--- src/logic/fsg_pkg.sv ---
// Package for the suspend/resume command gate.
// Assumes a 100 MHz core clock and an upstream opcode decoder.
package fsg_pkg;

  // Opcodes handled by the gate itself
  localparam logic [7:0] FSG_OP_SUSPEND = 8'hB0;
  localparam logic [7:0] FSG_OP_RESUME  = 8'hD0;

  // Timing: resume latency in ns, count in clock cycles
  localparam int FSG_CLK_PERIOD_NS     = 10;
  localparam int FSG_RESUME_LATENCY_NS = 20000;
  localparam int FSG_RESUME_CYC        = FSG_RESUME_LATENCY_NS / FSG_CLK_PERIOD_NS;
  localparam int FSG_CNT_W             = 12;

  // Reset values
  localparam logic FSG_FLAG_RST = 1'b0;

  // Command classes from the opcode decoder
  typedef enum logic [3:0] {
    FSG_C_RD_ARRAY  = 4'h0,
    FSG_C_RD_BUF    = 4'h1,
    FSG_C_WR_BUFA   = 4'h2,
    FSG_C_WR_BUFB   = 4'h3,
    FSG_C_PGM_ERASE = 4'h4,
    FSG_C_PGM_NOERA = 4'h5,
    FSG_C_ERASE     = 4'h6,
    FSG_C_PROT_WR   = 4'h7,
    FSG_C_PROT_RD   = 4'h8,
    FSG_C_XFER_A    = 4'h9,
    FSG_C_XFER_B    = 4'hA,
    FSG_C_CMP       = 4'hB,
    FSG_C_PWRDN     = 4'hC,
    FSG_C_INFO_RD   = 4'hD,
    FSG_C_RESET     = 4'hE,
    FSG_C_OTHER     = 4'hF
  } fsg_class_t;

  // Kind of frame in progress
  typedef enum logic [1:0] {
    FSG_K_NONE = 2'b00,
    FSG_K_CMD  = 2'b01,
    FSG_K_SUSP = 2'b11,
    FSG_K_RES  = 2'b10
  } fsg_kind_t;

  // Resume sequencer
  typedef enum logic [1:0] {
    FSG_RS_IDLE = 2'b00,
    FSG_RS_WAIT = 2'b01
  } fsg_rstate_t;

endpackage

--- src/logic/fsg_gate.sv ---
// Suspend/resume command gate of the serial flash.
// Assumes opcode strobes on clk; chip select and reset pin are asynchronous.
`timescale 1ns/100ps

//Contract
// Array and buffer reads always allowed while suspended
// Suspended buffer rejects writes; other buffer allowed
// Programs with erase and rewrite always rejected
// No-erase programs only during erase suspend
// All erase commands rejected while suspended
// Protection, lock and security writes rejected
// Protection, lock and security reads allowed
// Transfer into suspended buffer rejected
// Compare commands always allowed
// Power-down entry and exit rejected
// Config, status and identity reads allowed
// Pin or command reset always accepted
// Resume opcode alone, acted on at select release; gate ignores trailing bytes instead of rejecting the frame
// Resume clears flag, shows busy for latency
// Resumed operation continues, not restarted
// Program resumes before erase; erase needs second
// Suspend ignored while resume in progress
// Host waits latency or polls before resuspend
// Suspend at select release sets flag, ready
// Program to erase-suspended sector aborted; gate rejects it instead
// Rejected command changes nothing
module fsg_gate
  import fsg_pkg::*;
#(
  parameter int RESUME_CYC = FSG_RESUME_CYC
) (
  input  wire logic       clk,
  input  wire logic       resetn,
  input  wire logic       csN,
  input  wire logic       hwResetN,
  input  wire logic       opcValid,
  input  wire logic [7:0] opcByte,
  input  wire fsg_class_t opcClass,
  input  wire logic       sectorHit,
  input  wire logic       opActive,
  input  wire logic       opIsErase,
  input  wire logic       opBufB,
  output logic            cmdAllow,
  output logic            cmdGo,
  output logic            cmdDrop,
  output logic            suspendReq,
  output logic            resumeProgReq,
  output logic            resumeEraseReq,
  output logic            abortAll,
  output logic            bufAProgSuspended,
  output logic            bufBProgSuspended,
  output logic            eraseSuspendedFlag,
  output logic            busy,
  output logic            readUndefined
);

  localparam logic [FSG_CNT_W-1:0] RES_LOAD = FSG_CNT_W'(RESUME_CYC - 1);

  // Pin synchronisers
  logic csMeta_q, csSync_q, csLast_q;
  logic rstMeta_q, rstSync_q;
  logic csMeta_d, csSync_d, csLast_d;
  logic rstMeta_d, rstSync_d;

  always_comb begin
    csMeta_d  = csN;
    csSync_d  = csMeta_q;
    csLast_d  = csSync_q;
    rstMeta_d = hwResetN;
    rstSync_d = rstMeta_q;
  end

  always_ff @(posedge clk) begin
    if (!resetn) begin
      csMeta_q  <= 1'b1;
      csSync_q  <= 1'b1;
      csLast_q  <= 1'b1;
      rstMeta_q <= 1'b1;
      rstSync_q <= 1'b1;
    end else begin
      csMeta_q  <= csMeta_d;
      csSync_q  <= csSync_d;
      csLast_q  <= csLast_d;
      rstMeta_q <= rstMeta_d;
      rstSync_q <= rstSync_d;
    end
  end

  // Allowed-in-suspend table
  function automatic logic fsgAllowed(
    input fsg_class_t c,
    input logic       a,
    input logic       b,
    input logic       e,
    input logic       hit
  );
    logic ok;
    ok = 1'b0;
    if (!(a || b || e)) begin
      ok = 1'b1;
    end else begin
      case (c)
        FSG_C_RD_ARRAY:  ok = 1'b1;
        FSG_C_RD_BUF:    ok = 1'b1;
        FSG_C_WR_BUFA:   ok = !a;
        FSG_C_WR_BUFB:   ok = !b;
        FSG_C_PGM_ERASE: ok = 1'b0;
        FSG_C_PGM_NOERA: ok = !a && !b && !hit;
        FSG_C_ERASE:     ok = 1'b0;
        FSG_C_PROT_WR:   ok = 1'b0;
        FSG_C_PROT_RD:   ok = 1'b1;
        FSG_C_XFER_A:    ok = !a;
        FSG_C_XFER_B:    ok = !b;
        FSG_C_CMP:       ok = 1'b1;
        FSG_C_PWRDN:     ok = 1'b0;
        FSG_C_INFO_RD:   ok = 1'b1;
        FSG_C_RESET:     ok = 1'b1;
        default:         ok = 1'b0;
      endcase
    end
    return ok;
  endfunction

  // Frame and control state
  fsg_kind_t             kind_q, kind_d;
  fsg_class_t            class_q, class_d;
  fsg_rstate_t           rs_q, rs_d;
  logic [FSG_CNT_W-1:0]  cnt_q, cnt_d;
  logic                  a_q, a_d, b_q, b_d, e_q, e_d;
  logic                  allow_q, allow_d, go_q, go_d, drop_q, drop_d;
  logic                  susp_q, susp_d, resP_q, resP_d, resE_q, resE_d;
  logic                  abort_q, abort_d, busy_q, busy_d, undef_q, undef_d;

  logic csRise, hwRst, anySusp, cmdOk, cmdReset;
  logic doSusp, doResP, doResE;

  assign csRise   = csSync_q && !csLast_q;
  assign hwRst    = !rstSync_q;
  assign anySusp  = a_q || b_q || e_q;
  assign cmdOk    = fsgAllowed(class_q, a_q, b_q, e_q, sectorHit);
  assign cmdReset = csRise && kind_q == FSG_K_CMD && class_q == FSG_C_RESET;
  assign doSusp   = csRise && kind_q == FSG_K_SUSP && rs_q == FSG_RS_IDLE && opActive && !hwRst;
  assign doResP   = csRise && kind_q == FSG_K_RES && rs_q == FSG_RS_IDLE && !opActive && (a_q || b_q) && !hwRst;
  assign doResE   = csRise && kind_q == FSG_K_RES && rs_q == FSG_RS_IDLE && !opActive && !a_q && !b_q && e_q
                    && !hwRst;

  always_comb begin
    kind_d  = kind_q;
    class_d = class_q;
    rs_d    = rs_q;
    cnt_d   = cnt_q;
    a_d     = a_q;
    b_d     = b_q;
    e_d     = e_q;
    allow_d = allow_q;
    go_d    = 1'b0;
    drop_d  = 1'b0;
    susp_d  = 1'b0;
    resP_d  = 1'b0;
    resE_d  = 1'b0;
    abort_d = 1'b0;
    undef_d = undef_q;
    // First byte of a frame decides its kind; later bytes ignored
    if (opcValid && kind_q == FSG_K_NONE) begin
      undef_d = 1'b0;
      if (opcByte == FSG_OP_SUSPEND) begin
        kind_d  = FSG_K_SUSP;
        allow_d = rs_q == FSG_RS_IDLE && opActive;
      end else if (opcByte == FSG_OP_RESUME) begin
        kind_d  = FSG_K_RES;
        allow_d = rs_q == FSG_RS_IDLE && anySusp && !opActive;
      end else begin
        kind_d  = FSG_K_CMD;
        class_d = opcClass;
        allow_d = fsgAllowed(opcClass, a_q, b_q, e_q, sectorHit);
      end
    end
    // Resume latency countdown
    case (rs_q)
      FSG_RS_WAIT: begin
        cnt_d = cnt_q - FSG_CNT_W'(1);
        if (cnt_q == '0) begin
          rs_d = FSG_RS_IDLE;
        end
      end
      default: begin
        cnt_d = '0;
      end
    endcase
    // Select release executes the frame
    if (csRise) begin
      kind_d  = FSG_K_NONE;
      allow_d = 1'b0;
      case (kind_q)
        FSG_K_CMD: begin
          go_d    = cmdOk;
          drop_d  = !cmdOk;
          undef_d = cmdOk && class_q == FSG_C_RD_ARRAY && sectorHit && anySusp;
        end
        FSG_K_SUSP: begin
          drop_d = !doSusp;
          if (doSusp) begin
            susp_d = 1'b1;
            if (opIsErase) begin
              e_d = 1'b1;
            end else if (opBufB) begin
              b_d = 1'b1;
            end else begin
              a_d = 1'b1;
            end
          end
        end
        FSG_K_RES: begin
          drop_d = !(doResP || doResE);
          if (doResP) begin
            resP_d = 1'b1;
            if (a_q) begin
              a_d = 1'b0;
            end else begin
              b_d = 1'b0;
            end
          end else if (doResE) begin
            resE_d = 1'b1;
            e_d    = 1'b0;
          end
          if (doResP || doResE) begin
            rs_d  = FSG_RS_WAIT;
            cnt_d = RES_LOAD;
          end
        end
        default: begin
          drop_d = 1'b0;
        end
      endcase
    end
    // Reset from pin or command wins over the flags, the resume sequencer and the request pulses
    if (hwRst || cmdReset) begin
      a_d     = FSG_FLAG_RST;
      b_d     = FSG_FLAG_RST;
      e_d     = FSG_FLAG_RST;
      rs_d    = FSG_RS_IDLE;
      cnt_d   = '0;
      susp_d  = 1'b0;
      resP_d  = 1'b0;
      resE_d  = 1'b0;
      abort_d = 1'b1;
    end
    // Engine drops opActive one cycle after the suspend pulse; keep ready meanwhile
    busy_d = (opActive && !susp_d && !susp_q) || rs_d == FSG_RS_WAIT;
  end

  always_ff @(posedge clk) begin
    if (!resetn) begin
      kind_q  <= FSG_K_NONE;
      class_q <= FSG_C_OTHER;
      rs_q    <= FSG_RS_IDLE;
      cnt_q   <= '0;
      a_q     <= FSG_FLAG_RST;
      b_q     <= FSG_FLAG_RST;
      e_q     <= FSG_FLAG_RST;
      allow_q <= 1'b0;
      go_q    <= 1'b0;
      drop_q  <= 1'b0;
      susp_q  <= 1'b0;
      resP_q  <= 1'b0;
      resE_q  <= 1'b0;
      abort_q <= 1'b0;
      busy_q  <= 1'b0;
      undef_q <= 1'b0;
    end else begin
      kind_q  <= kind_d;
      class_q <= class_d;
      rs_q    <= rs_d;
      cnt_q   <= cnt_d;
      a_q     <= a_d;
      b_q     <= b_d;
      e_q     <= e_d;
      allow_q <= allow_d;
      go_q    <= go_d;
      drop_q  <= drop_d;
      susp_q  <= susp_d;
      resP_q  <= resP_d;
      resE_q  <= resE_d;
      abort_q <= abort_d;
      busy_q  <= busy_d;
      undef_q <= undef_d;
    end
  end

  assign cmdAllow           = allow_q;
  assign cmdGo              = go_q;
  assign cmdDrop            = drop_q;
  assign suspendReq         = susp_q;
  assign resumeProgReq      = resP_q;
  assign resumeEraseReq     = resE_q;
  assign abortAll           = abort_q;
  assign bufAProgSuspended  = a_q;
  assign bufBProgSuspended  = b_q;
  assign eraseSuspendedFlag = e_q;
  assign busy               = busy_q;
  assign readUndefined      = undef_q;

  logic cmdEdge;
  assign cmdEdge = csRise && kind_q == FSG_K_CMD;
endmodule

--- config.mk ---
export PLATFORM = sky130hd
export DESIGN_NAME = fsg_gate
export DESIGN_NICKNAME = d
export VERILOG_FILES = /design/src/logic/fsg_pkg.sv /design/src/logic/fsg_gate.sv
export SDC_FILE = /design/constraint.sdc
export NUM_CORES = 1
export LEC_CHECK = 0
export BUFFER_PORTS_ARGS = -buffer_cell sky130_fd_sc_hd__clkbuf_2
export CELL_PAD_IN_SITES_DETAIL_PLACEMENT = 2
export CELL_PAD_IN_SITES_GLOBAL_PLACEMENT = 2
export CORE_ASPECT_RATIO = 0.6
export CORE_UTILIZATION = 33
export CTS_CLUSTER_SIZE = 30
export DETAILED_ROUTE_END_ITERATION = 8
export GPL_TIMING_DRIVEN = 0
export PLACE_DENSITY = 0.75
export SYNTH_ARGS = -nofsm -noshare
export SYNTH_HDL_FRONTEND = slang
export SYNTH_SLANG_ARGS = --single-unit
--- constraint.sdc ---
create_clock -name clk -period 2 [get_ports clk]
set_input_delay 0.1 -clock clk [delete_from_list [all_inputs] [get_ports clk]]
set_output_delay 0.1 -clock clk [all_outputs]
set_load 0.03 [all_outputs]
==> impl_metrics.py, run 1 <==
metrics = {
    "global_route": {
        "grt_pass1_wl_um": 9180,
        "grt_start_max_net_pins": 12,
        "grt_use_total_pct": 21.1,
        "grt_pass1_vias": 1710,
        "gr-total-overflow": 0,
        "antenna_found_initial": 0,
    },
    "die": {
        "core_area_mm2": 0.00518,
        "fp-row-count": 20,
        "die_area_mm2": 0.00582,
        "start_util_pct": 35.1,
        "die_width_um": 97.8,
        "dieHeight_um": 59.5,
        "pin_count": 33,
    },
    "worst_setup_path": {
        "critPathMaxFanout": 6,
        "r2r_setup_slack_ns": 0.13,
        "path_class": "register to register",
        "rr_worst_depth": 4,
        "crit_chain": "or4b_4 > nor4_2 > a31oi_1 > a211oi_1",
        "critPathCaptureType": "register",
        "r2r_start": "rs_q[1]",
        "cp_top_family": "simple AND/OR/NAND/NOR gates",
        "critical_path.n_buffers_inverters": 0,
        "critical_path.endpoint": "bufBProgSuspended",
        "crit_path_start_kind": "register",
        "crit_start": "rs_q[1]",
        "cpPeakStageDelay_ns": 0.56,
        "arrival_ns": 2.07,
        "crit_slowest_cell": "or4b_4",
        "cp.depth": 4,
        "cp.required_ns": 2.21,
        "r2r-end": "bufBProgSuspended",
    },
    "clocking": {
        "cts_made_buffers": 5,
        "clk_latency_ns": 0.29,
        "root_buffer": "clkbuf_8",
        "clkTransAtPathRegs_ns": 0.08,
        "clk_path_buf_depth": 2,
        "tritoncts": "done",
        "cts-htree-levels": 2,
        "cts.sinks": 37,
    },
    "drt": {
        "drc": 4,
        "viasPerCell": 5.34,
        "drt_first_pass_iters": 6,
        "drt_iter0_markers": 49,
        "antenna_left": 0,
        "wl_um": 5570,
        "vias": 1661,
        "avgRoutedWirePerCell_um": 17.9,
    },
    "synth": {
        "synth_cells": 203,
        "syn-num-nets": 226,
        "synth_cell_types": 47,
        "synth.area.top_cells": "dfxtp_1, o21ai_2, nor2_1",
        "yosys-top-cells-count": "dfxtp_1, nor2_1, nand2_1",
        "ys_seq_elements": 37,
        "avgSynthCellArea_um2": 8.96,
        "synth-warning-count": 0,
        "synth_edf_count": 0,
        "async_flop_share_pct": 0,
        "yosysSeqAreaShare_pct": 40.7,
        "synth.most_common_cell": "dfxtp_1",
        "synth_top_area_share_pct": 40.7,
        "synth_ff_type": "dfxtp_1",
        "yosysTopAreaCell": "dfxtp_1",
        "syn_area_mm2": 0.00182,
    },
    "timing": {
        "worstMarginPinSlew_ns": 0.805,
        "fin_tns_setup_ns": 0,
        "finalClockSkew_ns": 0.00515,
        "hold-worst-slack_ns": 0.0766,
        "fin_crit_sh_pct": 93.3,
        "setup_viol": 0,
        "slew_headroom_pct": 45.8,
        "fin_crit_ns": 1.87,
        "drv_slew": 0,
        "final_hold_viol_count": 0,
        "setup_ws_ns": 0.134,
        "max_freq_ghz": 0.536,
        "rsz0062_at_grt": "false",
    },
    "min_path": {
        "hp-class": "input port to register",
    },
    "finish": {
        "fin_cells": 311,
        "layout-drive-gt1-share_pct": 24.9,
        "antenna_cells": 0,
        "final_net_count": 267,
        "syn_to_final_growth_pct": 20.6,
    },
    "place": {
        "portBuffers": 32,
        "place_ws_ns": 0.0901,
        "place_inst": 301,
        "routabilityCongestion": 0.724,
        "hpwlAfterDp_um": 4120,
    },
    "power_and_ir_drop": {
        "power.density_mw_per_mm2": 684,
        "total_power_mw": 1.50,
        "vdd_drop_max_uv": 274,
        "p_leak_nw": 0.943,
    },
    "outcome": {
        "status": "complete, but fails checks",
        "violations": "DRC",
    },
    "run": {
        "maxCapViolations": 0,
    },
}
==> sequential cells by signal, summed over array words and instances, names as in the netlist <==
register,cells
rstMeta_q,1
cmdGo,1
readUndefined,1
class_q,4
kind_q,2
suspendReq,1
csLast_q,1
csMeta_q,1
resumeProgReq,1
cmdAllow,1
rs_q,2
abortAll,1
cnt_q,12
csLast_d,1
bufBProgSuspended,1
cmdDrop,1
resumeEraseReq,1
rstSync_q,1
busy,1
bufAProgSuspended,1
eraseSuspendedFlag,1
==> stage by stage <==
stage          util [%]  area [um2]
5_1_grt            42.3        2190
3_3_place_gp       39.8        2060
4_1_cts            42.1        2180
3_5_place_dp       39.8        2060
2_1_floorplan         -        1820
6_report           42.3        2190
==> worst register-to-register path, cell delays in order, from the launching register on <==
cell and delay [ns]:
dfxtp_1 0.38, or4b_4 0.56, nor4_2 0.44, a31oi_1 0.17
a211oi_1 0.23
==> layout by cell type (no fill, tap or decap), drive strengths merged, types with 3 or more instances in the layout <==
cell / instances
o21ai: 14
o32ai: 4
nand2b: 11
nor3b: 4
nand4b: 4
clkbuf: 42
nand3: 6
nor3: 6
xnor2: 3
xor2: 6
a21oi: 8
a211oi: 3
nor2: 20
nor4: 7
a21boi: 3
dfxtp: 37
inv: 7
nor2b: 4
buf: 3
mux2i: 4
nand2: 16
or3: 4
nand4: 3
==> what timing repair did <==
item                       in CTS  in global routing
hold buffers                    2                  0
resized for setup               0                  2
hold endpoints to repair        2                  0
setup endpoints to repair       0                  2
setup buffers                   0                  0
==> per-layer routing <==
metal	GRT usage, %	part of all wire [%]
met3	4.95	3.8
met1	30.6	54
met2	31.6	42
met4	5.19	0.72
met5	0	0
==> worst min-delay path by stage <==
stage | startpoint | end | slack (ns) | depth (start not counted)
2_1_floorplan | resetn | rstSync_q | 0.17 | 1
3_3_place_gp | hwResetN | rstMeta_q | 0.28 | 2
3_5_place_dp | csN | csMeta_q | 0.29 | 2
4_1_cts | opcClass[1] | class_q[1] | 0.07 | 3
5_1_grt | opcClass[1] | class_q[1] | 0.07 | 3
6_report | opcClass[1] | class_q[1] | 0.08 | 3
==> where the power goes <==
part | switching [mW] | internal (mW)
Combinational | 0.0775 | 0.0565
Sequential | 0.0169 | 0.752
Clock | 0.285 | 0.312
Total | 0.380 | 1.12
==> cells by family (layout without fill, tap and decap cells) <==
family / after synthesis / after routing / synth area share (%)
simple gates: 96 / 96 / 31.0
compound gates: 42 / 42 / 16.8
flops: 37 / 37 / 40.7
buf+inv: 13 / 55 / 3.58
mux: 4 / 4 / 2.20
fa+ha+maj: 2 / 2 / 1.38
xor+xnor: 9 / 9 / 4.34
==> cell type report <==
class / instances / area [um2]
clock buffer: 7 / 96.3
buffer: 6 / 38.8
tap: 66 / 82.6
sequential: 37 / 741
clock inverter: 1 / 5.00
inverter: 7 / 26.3
multi-input combinational: 153 / 1020
timing repair buffer: 34 / 180
fill: 577 / 2990
Note: power is estimated with default switching activity, not from simulation.
==> inputs of run 2 (changes only) <==
==> constraint.sdc (replaced) <==
create_clock -name clk -period 2.4 [get_ports clk]
set_input_delay 0.12 -clock clk [delete_from_list [all_inputs] [get_ports clk]]
set_output_delay 0.12 -clock clk [all_outputs]
set_load 0.03 [all_outputs]
==> run 2 against run 1 <==
The flow still finishes with violations (DRC). Setup slack better by 0.31 ns. Cell count is 0.32% lower. Routed wire length is 0.66% lower. Final area is 0.97% lower. Clock skew hardly changed. Global-route usage hardly changed. Maximum frequency is 4.7% lower. Clock power is 16% lower. Via count is 0.36% higher. Die area stayed put. Largest cell class unchanged.
==> impl_metrics.py, run 2 (synthesized netlist as in run 1, its figures left out) <==
metrics = {
    "finish": {
        "syn_to_final_growth_pct": 19.5,
        "largest_register": "cnt_q",
        "final_net_count": 266,
        "antenna_cells": 0,
        "mostFrequentLayoutCells": "dfxtp_1, clkbuf_2, nor2_1, nand2_1, nand2b_1",
        "final_common_cell": "dfxtp_1",
        "nFillCells": 580,
        "reg.largest.list": "cnt_q (12), class_q (4)",
        "largest_register_ffs": 12,
        "layout-drive-gt1-share_pct": 24.2,
    },
    "power_and_ir_drop": {
        "switchingPower_mw": 0.317,
        "internal_power_mw": 0.933,
        "power.density_mw_per_mm2": 576,
        "p_clk_share_pct": 39.9,
        "p_seq_share_pct": 51.3,
        "vdd_drop_max_uv": 254,
        "swShare_pct": 25.4,
        "p_leak_nw": 0.937,
        "p_comb_share_pct": 8.8,
    },
    "outcome": {
        "violations": "DRC",
        "status": "complete, but fails checks",
    },
    "clocking": {
        "cts-htree-levels": 2,
        "clk_latency_ns": 0.29,
        "cts.sinks": 37,
        "tritoncts": "done",
        "clk_path_buf_depth": 2,
        "clkTransAtPathRegs_ns": 0.08,
        "cts_made_buffers": 5,
        "root_buffer": "clkbuf_8",
    },
    "global_route": {
        "gr-total-overflow": 0,
        "antenna_found_initial": 0,
        "grt_pass1_wl_um": 9160,
        "grt_start_max_net_pins": 12,
        "grt_use_total_pct": 21.1,
        "grt_pass1_vias": 1705,
    },
    "die": {
        "start_util_pct": 35.1,
        "die_area_mm2": 0.00582,
        "dieHeight_um": 59.5,
        "die_width_um": 97.8,
        "pin_count": 33,
        "core_area_mm2": 0.00518,
        "fp-row-count": 20,
    },
    "drt": {
        "drt_first_pass_iters": 6,
        "drc": 4,
        "avgRoutedWirePerCell_um": 17.8,
        "drt_iter0_markers": 51,
        "vias": 1667,
        "antenna_left": 0,
        "wl_um": 5530,
        "viasPerCell": 5.38,
    },
    "worst_setup_path": {
        "cp_top_family": "simple AND/OR/NAND/NOR gates",
        "cpPeakStageDelay_ns": 0.51,
        "path_class": "register to register",
        "critical_path.n_buffers_inverters": 1,
        "critPathCaptureType": "register",
        "critPathMaxFanout": 10,
        "crit_path_start_kind": "register",
        "crit_chain": "clkbuf_1 > nor3_1 > nor4b_1 > a21oi_1 > o31ai_1",
        "crit_slowest_cell": "nor4b_1",
        "cp.required_ns": 2.61,
        "arrival_ns": 2.16,
    },
    "timing": {
        "setup_viol": 0,
        "slew_headroom_pct": 45.8,
        "final_hold_viol_count": 0,
        "rsz0062_at_grt": "false",
        "drv_slew": 0,
        "max_freq_ghz": 0.511,
        "setup_ws_ns": 0.443,
        "worstMarginPinSlew_ns": 0.805,
        "fin_tns_setup_ns": 0,
        "fin_crit_ns": 1.96,
        "fin_crit_sh_pct": 81.6,
        "finalClockSkew_ns": 0.00506,
        "hold-worst-slack_ns": 0.0105,
    },
    "run": {
        "maxCapViolations": 0,
    },
    "place": {
        "hpwlAfterDp_um": 4120,
        "routabilityCongestion": 0.724,
        "place_ws_ns": 0.490,
        "portBuffers": 32,
    },
    "min_path": {
        "hp-class": "input port to register",
    },
}
==> run 2: changes by cell type in the layout (fill, tap and decap cells not counted) <==
| cell | previous run | this run |
|---|---|---|
| nor4b_1 | 0 | 1 |
| dlygate4sd3_1 | 2 | 1 |
| nor3_1 | 5 | 6 |
| nor4b_2 | 1 | 0 |
| nor3_2 | 1 | 0 |
==> run 2: layer usage <==
| layer | track usage (%) | vias up | part of all wire [%] |
|---|---|---|---|
| met2 | 31.3 | 29 | 42 |
| met5 | 0 | - | 0 |
| met1 | 30.7 | 808 | 53 |
| li1 | - | 823 | - |
| met4 | 5.19 | 0 | 0.76 |
| met3 | 4.95 | 7 | 4.0 |
==> run 2: timing repair <==
action / in CTS / in global routing
hold buffers: 0 / 1
gates resized for setup: 0 / 0
hold endpoints to repair: 0 / 1
buffers inserted: 0 / 0
==> run 2: power groups by stage <==
stage          combinational (mW)  sequential (mW)  clock [mW]
6_report                    0.110            0.641       0.499
5_1_grt                     0.122            0.643       0.541
4_1_cts                     0.109            0.641       0.512
3_5_place_dp                0.107            0.656           0
3_3_place_gp                0.103            0.655           0
2_1_floorplan              0.0555            0.659           0
==> run 2: area by class of cell <==
| class | count | area, um2 | share of cell area (%) |
|---|---|---|---|
| flip-flops and latches | 37 | 741 | 34.1 |
| clock buffers | 7 | 96.3 | 4.44 |
| plain buffers | 6 | 38.8 | 1.79 |
| clock inverters | 1 | 5.00 | 0.230 |
| multi-input cells | 153 | 1010 | 46.6 |
| inverters | 7 | 26.3 | 1.21 |
| well taps | 66 | 82.6 | 3.80 |
| repair buffers | 33 | 170 | 7.83 |
==> run 2: worst paths after layout <==
check / start / to / slack [ns] / cells past startpoint
setup / recovery: bufAProgSuspended / busy / 0.44 / 5
setup reg to reg: bufAProgSuspended / busy / 0.44 / 5
hold reg to reg: rstMeta_q / rstSync_q / 0.42 / 1
hold / removal: hwResetN / rstMeta_q / 0.01 / 2
==> run 2: stage by stage <==
step / total power [mW] / instance area [um2] / utilization [%] / cells
final: 1.25 / 2170 / 41.9 / 310
after global routing: 1.31 / 2170 / 41.9 / 310
after CTS: 1.26 / 2160 / 41.7 / 309
after detailed placement: 0.763 / 2060 / 39.8 / 301
after global placement: 0.758 / 2060 / 39.8 / 301
after floorplan: 0.715 / 1820 / - / 203
==> inputs of run 3 (changes only) <==
--- a/config.mk
+++ b/config.mk
@@ -9,11 +9,11 @@
 export CELL_PAD_IN_SITES_DETAIL_PLACEMENT = 2
 export CELL_PAD_IN_SITES_GLOBAL_PLACEMENT = 2
 export CORE_ASPECT_RATIO = 0.6
-export CORE_UTILIZATION = 33
+export CORE_UTILIZATION = 30
 export CTS_CLUSTER_SIZE = 30
 export DETAILED_ROUTE_END_ITERATION = 8
 export GPL_TIMING_DRIVEN = 0
-export PLACE_DENSITY = 0.75
+export PLACE_DENSITY = 0.72
 export SYNTH_ARGS = -nofsm -noshare
 export SYNTH_HDL_FRONTEND = slang
 export SYNTH_SLANG_ARGS = --single-unit
==> constraint.sdc (replaced) <==
create_clock -name clk -period 1.7 [get_ports clk]
set_input_delay 0.085 -clock clk [delete_from_list [all_inputs] [get_ports clk]]
set_output_delay 0.085 -clock clk [all_outputs]
set_load 0.03 [all_outputs]
==> run 3 against run 2 <==
The flow finishes with violations (setup timing). Critical path depth fell by 1. Routed wire length is 13% higher. First-iteration DRC count is 43% higher. Worst hold slack improved by 0.051 ns. Combinational power grew 54%. Clock power rose by 59%. Global-route usage decreased by 2.6 points. Sequential share of layout area is 2.8 points lower. Utilization is 0.49 points higher. Critical endpoint is now bufAProgSuspended. Largest cell class unchanged.
==> impl_metrics.py, run 3 (synthesized netlist as in run 1, its figures left out) <==
metrics = {
    "timing": {
        "worstMarginPinSlew_ns": 0.635,
        "rsz0062_at_grt": "true",
        "setup_viol": 3,
        "finalClockSkew_ns": 0.0120,
        "fin_crit_ns": 1.76,
        "drv_slew": 0,
        "setup_ws_ns": -0.0555,
        "max_freq_ghz": 0.570,
        "fin_crit_sh_pct": 103,
        "slew_headroom_pct": 57.3,
        "final_hold_viol_count": 0,
    },
    "worst_setup_path": {
        "arrival_ns": 1.99,
        "critPathMaxFanout": 3,
        "path_class": "register to register",
        "r2r_setup_slack_ns": -0.06,
        "cp.required_ns": 1.93,
        "critPathCaptureType": "register",
        "crit_path_start_kind": "register",
    },
    "place": {
        "portBuffers": 32,
        "hpwlAfterDp_um": 4060,
        "place_inst": 315,
        "dpl-instance-area_mm2": 0.00208,
        "routabilityCongestion": 0.722,
    },
    "outcome": {
        "status": "complete, but fails checks",
        "violations": "setup timing",
    },
    "power_and_ir_drop": {
        "swShare_pct": 25.3,
        "internal_power_mw": 1.40,
        "p_leak_nw": 1.03,
        "p_clk_share_pct": 42.6,
        "switchingPower_mw": 0.471,
        "total_power_mw": 1.87,
        "vdd_drop_max_uv": 320,
        "p_seq_share_pct": 48.4,
        "p_comb_share_pct": 9.1,
        "power.density_mw_per_mm2": 772,
    },
    "drt": {
        "vias": 1714,
        "drc": 0,
        "viasPerCell": 5.12,
        "wl_um": 6230,
        "drt_first_pass_iters": 4,
        "avgRoutedWirePerCell_um": 18.6,
        "antenna_left": 0,
        "drt_iter0_markers": 73,
    },
    "min_path": {
        "hp-class": "input port to register",
    },
    "finish": {
        "antenna_cells": 0,
        "largest_register_ffs": 12,
        "final_net_count": 277,
        "layout-drive-gt1-share_pct": 34.5,
        "fin_area_mm2": 0.00242,
        "reg.largest.list": "cnt_q (12), class_q (4)",
        "fin_cells": 335,
        "utilization_pct": 42.4,
        "final_common_cell": "clkbuf_2",
        "syn_to_final_growth_pct": 33.0,
        "nFillCells": 631,
        "mostFrequentLayoutCells": "clkbuf_2, dfxtp_1, nor2_1, nand2_1",
        "largest_register": "cnt_q",
    },
    "clocking": {
        "clk_latency_ns": 0.29,
        "tritoncts": "done",
        "cts-htree-levels": 2,
        "cts_made_buffers": 5,
        "clkTransAtPathRegs_ns": 0.09,
        "cts.sinks": 37,
        "clk_path_buf_depth": 2,
        "root_buffer": "clkbuf_8",
    },
    "run": {
        "maxCapViolations": 0,
    },
    "die": {
        "die_width_um": 103,
        "pin_count": 33,
        "core_area_mm2": 0.00570,
        "die_area_mm2": 0.00639,
        "start_util_pct": 31.9,
        "fp-row-count": 21,
        "dieHeight_um": 62.3,
    },
    "global_route": {
        "grt_pass1_vias": 1657,
        "antenna_found_initial": 0,
        "gr-total-overflow": 0,
        "grt_pass1_wl_um": 8920,
        "grt_start_max_net_pins": 14,
        "grt_use_total_pct": 18.6,
    },
}
==> run 3: cell types whose count changed in the layout (fill, tap and decap cells not counted), moves of 2 or more <==
cell      change
buf_4        +10
clkbuf_8      -2
dfxtp_1       -8
dfxtp_2       +5
dfxtp_4       +3
nor4_1        -3
nor4_2        +2
==> run 3: final cells by class <==
| cell class | count | area, um2 | share of cell area, % |
|---|---|---|---|
| Multi-Input combinational cell | 153 | 1090 | 45.0 |
| Sequential cell | 37 | 758 | 31.4 |
| Timing Repair Buffer | 45 | 280 | 11.6 |
| Tap cell | 80 | 100 | 4.14 |
| Clock buffer | 5 | 68.8 | 2.85 |
| Buffer | 5 | 50.0 | 2.07 |
| Clock inverter | 3 | 46.3 | 1.91 |
| Inverter | 7 | 26.3 | 1.09 |
==> run 3: worst max-delay path, stage by stage (launching register included) <==
cell	delay [ns]
dfxtp_4	0.35
or4b_4	0.57
or4_4	0.45
nand2b_4	0.17
a31oi_4	0.16
==> run 3: power by group through the flow <==
| stage | Combinational, mW | Sequential [mW] | Clock [mW] |
|---|---|---|---|
| final | 0.169 | 0.903 | 0.794 |
| after global routing | 0.186 | 0.906 | 0.842 |
| after CTS | 0.157 | 0.903 | 0.805 |
| after detailed placement | 0.150 | 0.926 | 0 |
| after global placement | 0.147 | 0.925 | 0 |
| after floorplan | 0.0783 | 0.931 | 0 |
==> run 3: timing repair <==
action | in CTS | in global routing
endpoints found under the setup margin | 20 | 19
resized for setup | 13 | 15
hold buffers | 2 | 0
pin swaps | 2 | 5
hold endpoints to repair | 2 | 0
buffers inserted | 3 | 7
gates cloned | 0 | 1
==> run 3: metal layers <==
| metal | vias up | global-route usage [%] | share of wire, % |
|---|---|---|---|
| li1 | 845 | - | - |
| met1 | 831 | 29.7 | 53 |
| met2 | 34 | 24.3 | 42 |
| met3 | 4 | 4.05 | 3.7 |
| met4 | 0 | 4.64 | 0.77 |
| met5 | - | 0 | 0 |
==> run 3: path summary, 6_finish.rpt <==
kind | from | endpoint | depth (start not counted)
max reg2reg | rs_q[1] | bufAProgSuspended | 4
max | rs_q[1] | bufAProgSuspended | 4
min reg2reg | csMeta_q | csLast_d | 1
min | opcClass[1] | class_q[1] | 3
==> run 3: per-stage QoR <==
step / setup WS [ns] / hold WS (ns) / TNS, ns
2_1_floorplan: 0.0982 / 0.158 / 0
3_3_place_gp: -0.181 / 0.267 / -1.40
3_5_place_dp: -0.151 / 0.283 / -1.37
4_1_cts: -0.0652 / 0.0653 / -0.110
5_1_grt: -0.130 / 0.0877 / -0.541
6_report: -0.0555 / 0.0615 / -0.103
